--- src/hdl/bpf_defines.svh ---
// Notes on behaviour
// - Up to four byte-wide bidirectional ports give up to thirty-two usable lines.
// - A port write captures the internal bus into that port's latch, held until rewritten.
// - Pin data is never latched; a read samples the live pin levels at the read.
// - In the cycle after a read strobe, the pins sampled at that edge are driven onto the internal bus.
// - Each line has a weak pull-up that a TTL low can override.
// - A latch bit of one turns off that line's pull-down so an external driver controls the pin.
// - Every bit of a port works alone as an input or an output.
// - The ports sit at file addresses five to eight in order A, B, C, D.
// - Read-modify-write reads pins, so forced zeros may be written back into a latch.
`ifndef BPF_DEFINES_SVH
`define BPF_DEFINES_SVH

`define BPF_FILE_PORT_A 5'h05
`define BPF_FILE_PORT_B 5'h06
`define BPF_FILE_PORT_C 5'h07
`define BPF_FILE_PORT_D 5'h08
`define BPF_LATCH_RESET 8'hff

`endif

--- src/hdl/bpf_pkg.sv ---
package bpf_pkg;
    typedef struct packed {
        logic       write;
        logic       read;
        logic [4:0] fileAddr;
        logic [7:0] data;
    } bpf_req_t;

    typedef struct packed {
        logic       valid;
        logic [7:0] data;
    } bpf_rsp_t;
endpackage

--- src/hdl/bpf_port_file.sv ---
`include "bpf_defines.svh"

module bpf_port_file #(
    parameter int NUM_PORTS = 4,
    parameter int WIDTH     = 8
) (
    input  wire logic                       clk,
    input  wire logic                       rst,
    input  wire bpf_pkg::bpf_req_t          req,
    output bpf_pkg::bpf_rsp_t               rsp,
    input  wire logic [NUM_PORTS*WIDTH-1:0] pinIn,
    output logic      [NUM_PORTS*WIDTH-1:0] pinOutEn_n,
    output logic      [NUM_PORTS*WIDTH-1:0] pullupEn
);
    logic [NUM_PORTS*WIDTH-1:0] latches;
    logic [WIDTH-1:0]           next_rdData;
    logic                       next_hit;
    logic [NUM_PORTS-1:0]       portHit;
    logic                       addrRefused;

    //--------------------------------------------
    // Address decode
    //--------------------------------------------
    // One hit bit per port; a request outside the window hits none
    always_comb
    begin
        portHit = '0;
        for (int p = 0; p < NUM_PORTS; p++)
        begin
            if (req.fileAddr == 5'(`BPF_FILE_PORT_A + p))
            begin
                portHit[p] = 1'b1;
            end
        end
    end

    // Refused addresses leave latches and read bus alone
    always_comb
    begin
        addrRefused = ~(|portHit);
    end

    //--------------------------------------------
    // Port latches
    //--------------------------------------------
    for (genvar p = 0; p < NUM_PORTS; p++)
    begin : g_port
        bpf_port_reg #(
            .FILE_ADDR (5'(`BPF_FILE_PORT_A + p)),
            .WIDTH     (WIDTH)
        ) u_reg (
            .clk      (clk),
            .rst      (rst),
            .write    (req.write),
            .fileAddr (req.fileAddr),
            .wrData   (req.data[WIDTH-1:0]),
            .latch    (latches[p*WIDTH +: WIDTH])
        );
    end

    //--------------------------------------------
    // Pin drive
    //--------------------------------------------
    // Pull-down on only for a zero bit; enable low means driving low
    always_ff @(posedge clk or posedge rst)
    begin
        if (rst)
            pinOutEn_n <= '1;
        else
            pinOutEn_n <= latches;
    end

    // Weak pull-up always present; a TTL low overrides it
    always_ff @(posedge clk or posedge rst)
    begin
        if (rst)
            pullupEn <= '1;
        else
            pullupEn <= '1;
    end

    //--------------------------------------------
    // Read path
    //--------------------------------------------
    // Live pins, never the latch; RMW therefore sees forced zeros
    always_comb
    begin
        next_rdData = '0;
        next_hit    = 1'b0;
        for (int p = 0; p < NUM_PORTS; p++)
        begin
            if (req.fileAddr == 5'(`BPF_FILE_PORT_A + p))
            begin
                next_rdData = pinIn[p*WIDTH +: WIDTH];
                next_hit    = 1'b1;
            end
        end
    end

    always_ff @(posedge clk or posedge rst)
    begin
        if (rst)
            rsp <= '0;
        else
        begin
            rsp.valid <= req.read && next_hit;
            rsp.data  <= (req.read && next_hit) ? 8'(next_rdData) : 8'h00;
        end
    end

    a_read_pins: assert property (@(posedge clk) disable iff (rst)
        (req.read && req.fileAddr == `BPF_FILE_PORT_A)
        |=> rsp.valid && rsp.data == $past(pinIn[WIDTH-1:0]))
        else $error("read did not return pins");
    a_bus_idle: assert property (@(posedge clk) disable iff (rst)
        !req.read |=> !rsp.valid && rsp.data == 8'h00)
        else $error("bus driven without read");
    a_release_one: assert property (@(posedge clk) disable iff (rst)
        (req.write && req.fileAddr == `BPF_FILE_PORT_B) |=> ##1
        pinOutEn_n[2*WIDTH-1:WIDTH] == $past(req.data[WIDTH-1:0], 2))
        else $error("pull-down not following latch");
    a_pullup_on: assert property (@(posedge clk) disable iff (rst)
        pullupEn == '1)
        else $error("pull-up off");

    //--------------------------------------------
    // Reset release
    //--------------------------------------------
    // First edge after release still shows reset values
    a_reset_clean: assert property (@(posedge clk)
        (!rst && $past(rst)) |-> pinOutEn_n == '1 && pullupEn == '1 && !rsp.valid)
        else $error("outputs not at reset values");

    //--------------------------------------------
    // Refused requests
    //--------------------------------------------
    // A read outside the window must keep the bus quiet
    a_refused_quiet: assert property (@(posedge clk) disable iff (rst)
        (req.read && addrRefused) |=> !rsp.valid && rsp.data == 8'h00)
        else $error("refused read answered");

    // A write outside the window must move no latch
    a_refused_keep: assert property (@(posedge clk) disable iff (rst)
        (req.write && addrRefused) |=> latches == $past(latches))
        else $error("refused write moved a latch");

    //--------------------------------------------
    // Per-port checks
    //--------------------------------------------
    for (genvar q = 0; q < NUM_PORTS; q++)
    begin : g_check
        // Pull-down follows its latch one edge later
        a_pull_follow: assert property (@(posedge clk) disable iff (rst)
            pinOutEn_n[q*WIDTH +: WIDTH] == $past(latches[q*WIDTH +: WIDTH]))
            else $error("pull-down lags latch wrongly");

        // Read returns the pins seen at the read edge
        a_read_port: assert property (@(posedge clk) disable iff (rst)
            (req.read && portHit[q])
            |=> rsp.valid && rsp.data == 8'($past(pinIn[q*WIDTH +: WIDTH])))
            else $error("port read wrong");

        // A read without a write leaves this port's latch unchanged
        a_pins_not_latch: assert property (@(posedge clk) disable iff (rst)
            (req.read && portHit[q] && !req.write)
            |=> $past(latches[q*WIDTH +: WIDTH]) == latches[q*WIDTH +: WIDTH])
            else $error("read disturbed a latch");

        // This port's latch stays put unless this port is written
        a_line_alone: assert property (@(posedge clk) disable iff (rst)
            !(req.write && portHit[q]) |=> $stable(latches[q*WIDTH +: WIDTH]))
            else $error("port latch moved without write");

        // Write lands exactly in this port
        a_port_load: assert property (@(posedge clk) disable iff (rst)
            (req.write && portHit[q])
            |=> latches[q*WIDTH +: WIDTH] == $past(req.data[WIDTH-1:0]))
            else $error("port write lost");
    end

    //--------------------------------------------
    // Write and read together
    //--------------------------------------------
    // Same-cycle read sees pins, not the data just written
    a_rw_same: assert property (@(posedge clk) disable iff (rst)
        (req.read && req.write && portHit[0])
        |=> rsp.data == 8'($past(pinIn[WIDTH-1:0])))
        else $error("read returned written data");

    c_write_d: cover property (@(posedge clk) disable iff (rst)
        req.write && req.fileAddr == `BPF_FILE_PORT_D);
    c_read_c: cover property (@(posedge clk) disable iff (rst)
        req.read && req.fileAddr == `BPF_FILE_PORT_C);
    c_rmw: cover property (@(posedge clk) disable iff (rst)
        req.read && req.fileAddr == `BPF_FILE_PORT_A ##1 req.write);
    c_refused: cover property (@(posedge clk) disable iff (rst)
        req.read && addrRefused);
    c_rw_same: cover property (@(posedge clk) disable iff (rst)
        req.read && req.write && portHit[0]);
endmodule

--- src/hdl/bpf_port_reg.sv ---
`include "bpf_defines.svh"

module bpf_port_reg #(
    parameter logic [4:0] FILE_ADDR = 5'h05,
    parameter int         WIDTH     = 8
) (
    input  wire logic             clk,
    input  wire logic             rst,
    input  wire logic             write,
    input  wire logic [4:0]       fileAddr,
    input  wire logic [WIDTH-1:0] wrData,
    output logic      [WIDTH-1:0] latch
);
    //--------------------------------------------
    // Output latch
    //--------------------------------------------
    always_ff @(posedge clk or posedge rst)
    begin
        if (rst)
            latch <= WIDTH'(`BPF_LATCH_RESET);
        else if (write && fileAddr == FILE_ADDR)
            latch <= wrData;
    end

    a_latch_holds: assert property (@(posedge clk) disable iff (rst)
        !(write && fileAddr == FILE_ADDR) |=> latch == $past(latch))
        else $error("latch changed without write");
    a_latch_loads: assert property (@(posedge clk) disable iff (rst)
        (write && fileAddr == FILE_ADDR) |=> latch == $past(wrData))
        else $error("latch missed write");
endmodule

--- config.mk ---
export PLATFORM = sky130hd
export DESIGN_NAME = bpf_port_file
export DESIGN_NICKNAME = d
export VERILOG_FILES = /design/src/hdl/bpf_pkg.sv /design/src/hdl/bpf_port_file.sv /design/src/hdl/bpf_port_reg.sv
export VERILOG_INCLUDE_DIRS = /design/src /design/src/hdl
export SDC_FILE = /design/constraint.sdc
export NUM_CORES = 1
export LEC_CHECK = 0
export ABC_AREA = 1
export BUFFER_PORTS_ARGS = -buffer_cell sky130_fd_sc_hd__buf_4
export CAP_MARGIN = 20
export CORE_MARGIN = 2
export CORE_UTILIZATION = 41
export DETAILED_ROUTE_END_ITERATION = 12
export PLACE_DENSITY = 0.69
export SKIP_CTS_REPAIR_TIMING = 1
export SYNTH_ARGS = -nofsm -noshare
export SYNTH_HDL_FRONTEND = slang
export SYNTH_SLANG_ARGS = --single-unit
--- constraint.sdc ---
create_clock -name clk -period 2.23 [get_ports clk]
set_input_delay 0.1115 -clock clk [delete_from_list [all_inputs] [get_ports clk]]
set_output_delay 0.1115 -clock clk [all_outputs]
set_load 0.05 [all_outputs]
==> results of run 1 <==
-- where the power goes --
part           internal (mW)  switching [mW]  total [mW]
sequential              1.72           0.103        1.82
clock                  0.528           0.439       0.966
combinational          0.282           0.740        1.02
-- stage by stage --
step                      power (mW)  setup slack [ns]  utilization [%]
after CTS                      3.844            0.9834            53.93
final                          3.808            0.9570            53.93
after detailed placement       2.870            0.6230            51.32
after global placement         2.851            0.6922            51.32
after global routing           3.984            0.8226            53.93
after floorplan                2.605            0.3711                -
-- registers in the layout, summed over array words and instances (netlist names) --
name                cells
rsp                     9
pinOutEn_n             32
g_port.u_reg.latch     32
-- cells in the mapped netlist --
master and count:
a21oi_1 22, a21oi_2 2, and2_1 1, buf_2 1, buf_4 33, buf_6 5, clkbuf_1 1, conb_1 1
dfrtp_1 9, dfstp_2 64, inv_1 29, inv_2 2, nand2_1 51, nand2_2 1, nand2_4 2, nand3_1 18
nand3_2 1, nand3_4 2, nand4_1 8, nor2_1 7, nor2_2 4, nor2_4 3, nor2_8 2, o21ai_0 5
o21ai_1 13, o21ai_2 6
-- layout make-up --
cell class	instances	share of cell area, %
Inverter	31	2.943
Sequential cell	73	48.23
Clock buffer	14	4.652
Clock inverter	1	0.1899
Multi-Input combinational cell	180	23.45
Timing Repair Buffer	90	17.41
Tap cell	99	3.133
-- how the worst max path moves through the flow --
| stage | startpoint | endpoint | slack [ns] | depth (start not counted) |
|---|---|---|---|---|
| floorplan | rst | rsp[0]$_DFF_PP0_ | 0.37 | 1 |
| global placement | req[8] | g_port[3].u_reg.latch[0]$_DFFE_PP1P_ | 0.69 | 7 |
| detailed placement | req[8] | g_port[3].u_reg.latch[4]$_DFFE_PP1P_ | 0.62 | 7 |
| CTS | req[8] | g_port[3].u_reg.latch[4]$_DFFE_PP1P_ | 0.98 | 7 |
| global route | req[8] | g_port[3].u_reg.latch[3]$_DFFE_PP1P_ | 0.82 | 7 |
| finish | req[8] | g_port[3].u_reg.latch[4]$_DFFE_PP1P_ | 0.96 | 7 |
-- cell families (layout without fill, tap and decap cells) --
logic type,after synthesis,after routing,share of synthesized area [%]
buffers and inverters,71,136,13.64
AO/OA/AOI/OAI,48,48,8.588
AND/OR/NAND/NOR,100,100,17.06
flip-flops,73,73,60.60
other,1,32,0.1192
-- metal layers --
layer	GRT usage, %	share of wire, %
met5	0	0
met4	6.566	1.6
met3	4.315	6.3
met2	24.26	51
met1	18.90	41
-- critical path: cells and delay by family --
kind	cells	cell delay [ns]
simple gates	4	1.11
buf+inv	2	0.26
compound gates	1	0.05
==> metrics.log, run 1 <==
[metrics] Hold Path Origin: pinIn[17]
[metrics] crit start category: primary input
[metrics] capture instance of the worst register-to-register path: g_port[1].u_reg.latch[1]$_DFFE_PP1P_
[metrics] Clock Pin Slew Worst Setup and Hold Paths: 0.06 ns
[metrics] most frequent cells in the layout: buf_4, dfstp_2, nand2_1
[metrics] final net count: 434
[metrics] filler cell count in the final layout: 643
[metrics] DRC: 0
[metrics] distinct cell type count after synthesis: 26
[metrics] overall routed net length: 6.020 mm
[metrics] Worst IR Drop VDD: 0.3445 mV
[metrics] number of cells in the finished layout apart from fillers: 488
[metrics] Std-Cell Core Area: 0.007331 mm2
[metrics] Worst Path Required: 2.49 ns
[metrics] routability-driven placement congestion ratio: 0.8167
[metrics] final std cell area, no fill: 0.003954 mm2
[metrics] initial antenna violation count: 0
[metrics] setup slack of the most critical reg-to-reg path: 1.45 ns
[metrics] Ports: 122
[metrics] synthesis-to-layout area growth: 25.65%
[metrics] Setup-failing EPs final: 0
[metrics] critical-path maximum fanout: 17
[metrics] DRT Pass-1 Iters: 4
[metrics] Storage cell area: 0.001907 mm2
[metrics] number of diodes added for antenna fixing: 0
[metrics] depth of the worst hold-timing path: 3
[metrics] Yosys warnings: 0
[metrics] die outline width: 91.61 um
[metrics] cell at the root of the clock tree: clkbuf_8
[metrics] CP Cell Sequence: buf_4 -> nor2_2 -> inv_1 -> nor2_4 -> nand2_4 -> nand2_1 -> o21ai_2
[metrics] part of the cycle the worst path needs: 57.09%
[metrics] share of post-route cells with drive strength above 1: 49.61%
[metrics] placed standard-cell area: 0.003762 mm2
[metrics] Final Max Tran Viols: 0
[metrics] Hold Worst Slack: 0.08280 ns
[metrics] routed len/inst: 12.34 um
[metrics] fraction of the yosys area taken by sequential cells: 60.60%
[metrics] area leader, netlist: dfstp_2
[metrics] wire length of the first global-routing pass: 9.825 mm
[metrics] Crit. End Element: flop
[metrics] Slew HR: 65.27%
[metrics] CTS sink cnt: 73
[metrics] run status: finished, final reports clean
[metrics] skew final: 0.003420 ns
[metrics] maximum number of pins on one net before global-route repair: 48
[metrics] critical-path cell with the highest stage delay: nor2_2
[metrics] die height: 91.61 um
[metrics] cell leakage power: 1.896 nW
[metrics] fraction of post-synthesis cell area in the top cell type by area: 53.44%
[metrics] maximum achievable frequency: 785.5 MHz
[metrics] HPWL Detailed: 4.476 mm
[metrics] most common cell after layout, fill and taps aside: buf_4
[metrics] Hold/Removal Path Class: primary input to flop
[metrics] total of buffers placed on input and output ports: 89
[metrics] Placed Instances: 473
[metrics] Worst Setup Path Type: primary input to flop
[metrics] minimum clock period: 1.273 ns
[metrics] starting utilization of the core area: 42.93%
[metrics] number of standard cells after synthesis: 293
[metrics] total global routing track utilization: 15.07%
[metrics] Final Hold Fails: 0
[metrics] slew at the pin closest to its max-slew limit: 0.5201 ns
[metrics] CTS tree: yes
[metrics] total of max-cap violations: 0
[metrics] floorplan die area: 0.008391 mm2
[metrics] area occupied by multi-input gates: 927.1 um2
[metrics] sink of the worst hold path: rsp[1]$_DFF_PP0_
[metrics] Synth Cell Area: 0.003147 mm2
[metrics] Bufs on Longest Clock Path: 2
[metrics] post-synthesis area per instance: 10.74 um2
[metrics] setup repair after global routing missed its margin: no
[metrics] RR Startpoint: g_port[1].u_reg.latch[1]$_DFFE_PP1P_
[metrics] clock latency of the later-clocked register in the worst-skew pair: 0.33 ns
[metrics] Synth area leaders: dfstp_2, buf_4, dfrtp_1
[metrics] depth of the worst register-to-register path: 2
[metrics] number of placement rows: 31
[metrics] total vias in the final route: 2162
[metrics] number of synthesized register bits: 73
[metrics] largest stage delay on the critical path: 0.39 ns
[metrics] accumulated negative setup slack: 0 ns
[metrics] vias in the first global route: 1959
[metrics] Detail Route Antenna Nets: 0
[metrics] grt total ovfl: 0
[metrics] Clock H-tree levels: 3
[metrics] CTS buffer count: 9
[metrics] Detailed Route Iter0 Violations: 123
[metrics] arrival time reported for the critical path endpoint: 1.53 ns
[metrics] Via density: 4.430
[metrics] total power per unit cell area: 963.2 mW/mm2
(Power assumes the default switching activity.)
==> inputs of run 2 (changes only) <==
- clock period: 2.23 -> 1.2 ns (I/O delays scaled with it)
==> run 2 against run 1 <==
- clock-buffer cell count shrank 5
- via count grew 4.2%
- core utilization grew 1.4 points
- die area is the same
- power grew 90%
- first-iteration DRC count grew 4.9%
- critical path type is now flop to output port
- largest power group unchanged
==> metrics.log, run 2 (synthesis gave the netlist of run 1 again) <==
[metrics] total of buffers placed on input and output ports: 89
[metrics] CTS tree: yes
[metrics] total global routing track utilization: 15.80%
[metrics] final core utilization: 55.33%
[metrics] number of diodes added for antenna fixing: 0
[metrics] Clock Pin Slew Worst Setup and Hold Paths: 0.08 ns
[metrics] most frequent cells in the layout: buf_4, dfstp_2, nand2_1
[metrics] Clock H-tree levels: 3
[metrics] Detail Route Antenna Nets: 0
[metrics] minimum clock period: 1.130 ns
[metrics] M1 wire length: 2.684 mm
[metrics] Ports: 122
[metrics] Via density: 4.533
[metrics] Critical Path Start: pinOutEn_n[26]$_DFF_PP1_
[metrics] critical-path cell with the highest stage delay: dfstp_2
[metrics] Std-Cell Core Area: 0.007331 mm2
[metrics] Detailed Route Iter0 Violations: 129
[metrics] Final Max Tran Viols: 0
[metrics] CTS buffer count: 9
[metrics] uppermost layer routed: met4
[metrics] synthesis-to-layout area growth: 28.91%
[metrics] grt total ovfl: 0
[metrics] floorplan die area: 0.008391 mm2
[metrics] total of max-cap violations: 0
[metrics] vias in the first global route: 2134
[metrics] Bufs on Longest Clock Path: 2
[metrics] DR WL met2: 3.041 mm
[metrics] maximum number of pins on one net before global-route repair: 39
[metrics] length of routed met3 wiring: 388 um
[metrics] buffers plus inverters on the worst setup path: 1
[metrics] part of the cycle the worst path needs: 94.18%
[metrics] Crit. End Element: output port
[metrics] RR Startpoint: g_port[1].u_reg.latch[1]$_DFFE_PP1P_
[metrics] most common cell after layout, fill and taps aside: buf_4
[metrics] Top Registers: g_port.u_reg.latch: 32 flops, pinOutEn_n: 32 flops, rsp: 9 flops
[metrics] DRC: 0
[metrics] DRT Pass-1 Iters: 4
[metrics] starting utilization of the core area: 42.93%
[metrics] overall routed net length: 6.276 mm
[metrics] Hold Path Origin: req[13]
[metrics] accumulated negative setup slack: 0 ns
[metrics] maximum achievable frequency: 884.8 MHz
[metrics] Worst Setup Path Type: flop to output port
[metrics] skew final: 0.01039 ns
[metrics] Hold/Removal Path Class: primary input to flop
[metrics] cell leakage power: 1.942 nW
[metrics] crit start category: flop
[metrics] Worst Path Required: 1.14 ns
[metrics] die height: 91.61 um
[metrics] Setup-failing EPs final: 0
[metrics] routed len/inst: 12.63 um
[metrics] largest stage delay on the critical path: 0.53 ns
[metrics] CTS sink cnt: 73
[metrics] Final Hold Fails: 0
[metrics] total vias in the final route: 2253
[metrics] share of post-route cells with drive strength above 1: 51.01%
[metrics] setup repair after global routing missed its margin: no
[metrics] final net count: 442
[metrics] Hold Worst Slack: 0.01526 ns
[metrics] die outline width: 91.61 um
[metrics] CP Cell Sequence: buf_4
[metrics] number of placement rows: 31
[metrics] critical-path maximum fanout: 1
[metrics] total power per unit cell area: 1783 mW/mm2
[metrics] HPWL Detailed: 4.728 mm
[metrics] wire length of the first global-routing pass: 10.25 mm
[metrics] clock latency of the later-clocked register in the worst-skew pair: 0.35 ns
[metrics] Worst IR Drop VDD: 0.7119 mV
[metrics] routability-driven placement congestion ratio: 0.8896
[metrics] initial antenna violation count: 0
[metrics] cell at the root of the clock tree: clkbuf_8
[metrics] setup slack of the most critical reg-to-reg path: 0.42 ns
[metrics] category of cells accounting for the largest share of critical-path delay: flip-flops
[metrics] run status: finished, final reports clean
[metrics] arrival time reported for the critical path endpoint: 1.07 ns
run 2: changes by cell type in the layout (fill, tap and decap cells not counted), moves of 2 or more:
cell	delta
buf_12	+2
buf_4	+5
clkbuf_1	-2
clkbuf_8	-2
clkinvlp_4	+2
run 2: final cells by class:
class                           count  area (um2)
Timing Repair Buffer               98       775.7
Clock buffer                        9       123.9
Sequential cell                    73        1907
Clock inverter                      7       78.83
Inverter                           31       120.1
Fill cell                         645        3274
Tap cell                           99       123.9
Multi-Input combinational cell    180       927.1
run 2: final timing paths:
check,end,cells after the start
setup reg to reg,g_port[1].u_reg.latch[1]$_DFFE_PP1P_,2
max in group asynchronous,pinOutEn_n[9]$_DFF_PP1_,4
hold / removal,rsp[8]$_DFF_PP0_,2
hold reg to reg,pinOutEn_n[26]$_DFF_PP1_,0
setup / recovery,pinOutEn_n[26],1
min in group asynchronous,rsp[8]$_DFF_PP0_,3
run 2: routing by layer:
metal | vias to the layer above | GRT usage, %
li1 | 1080 | -
met1 | 1054 | 21.17
met2 | 106 | 24.20
met3 | 13 | 3.568
met4 | 0 | 7.702
met5 | - | 0
run 2: worst reg2reg max path, stage by stage (launching register included):
cell,delay (ns)
dfstp_2,0.54
nor2_1,0.04
a21oi_1,0.13
run 2: report_power, final:
part | leakage, nW | switching (mW) | total (mW) | internal [mW]
clock network | 0.0977 | 0.933 | 1.91 | 0.980
registers | 0.794 | 0.197 | 3.39 | 3.19
logic | 1.05 | 1.39 | 1.93 | 0.546
run 2: stage by stage:
| step | instances | cell area, um2 | power, mW | setup slack (ns) |
|---|---|---|---|---|
| 2_1_floorplan | 324 | 3267 | 4.843 | 0.2483 |
| 3_3_place_gp | 480 | 3844 | 5.330 | 0.1034 |
| 3_5_place_dp | 480 | 3844 | 5.360 | 0.02562 |
| 4_1_cts | 496 | 4046 | 7.289 | 0.06096 |
| 5_1_grt | 497 | 4056 | 7.568 | 0.03645 |
| 6_report | 497 | 4056 | 7.232 | 0.06984 |
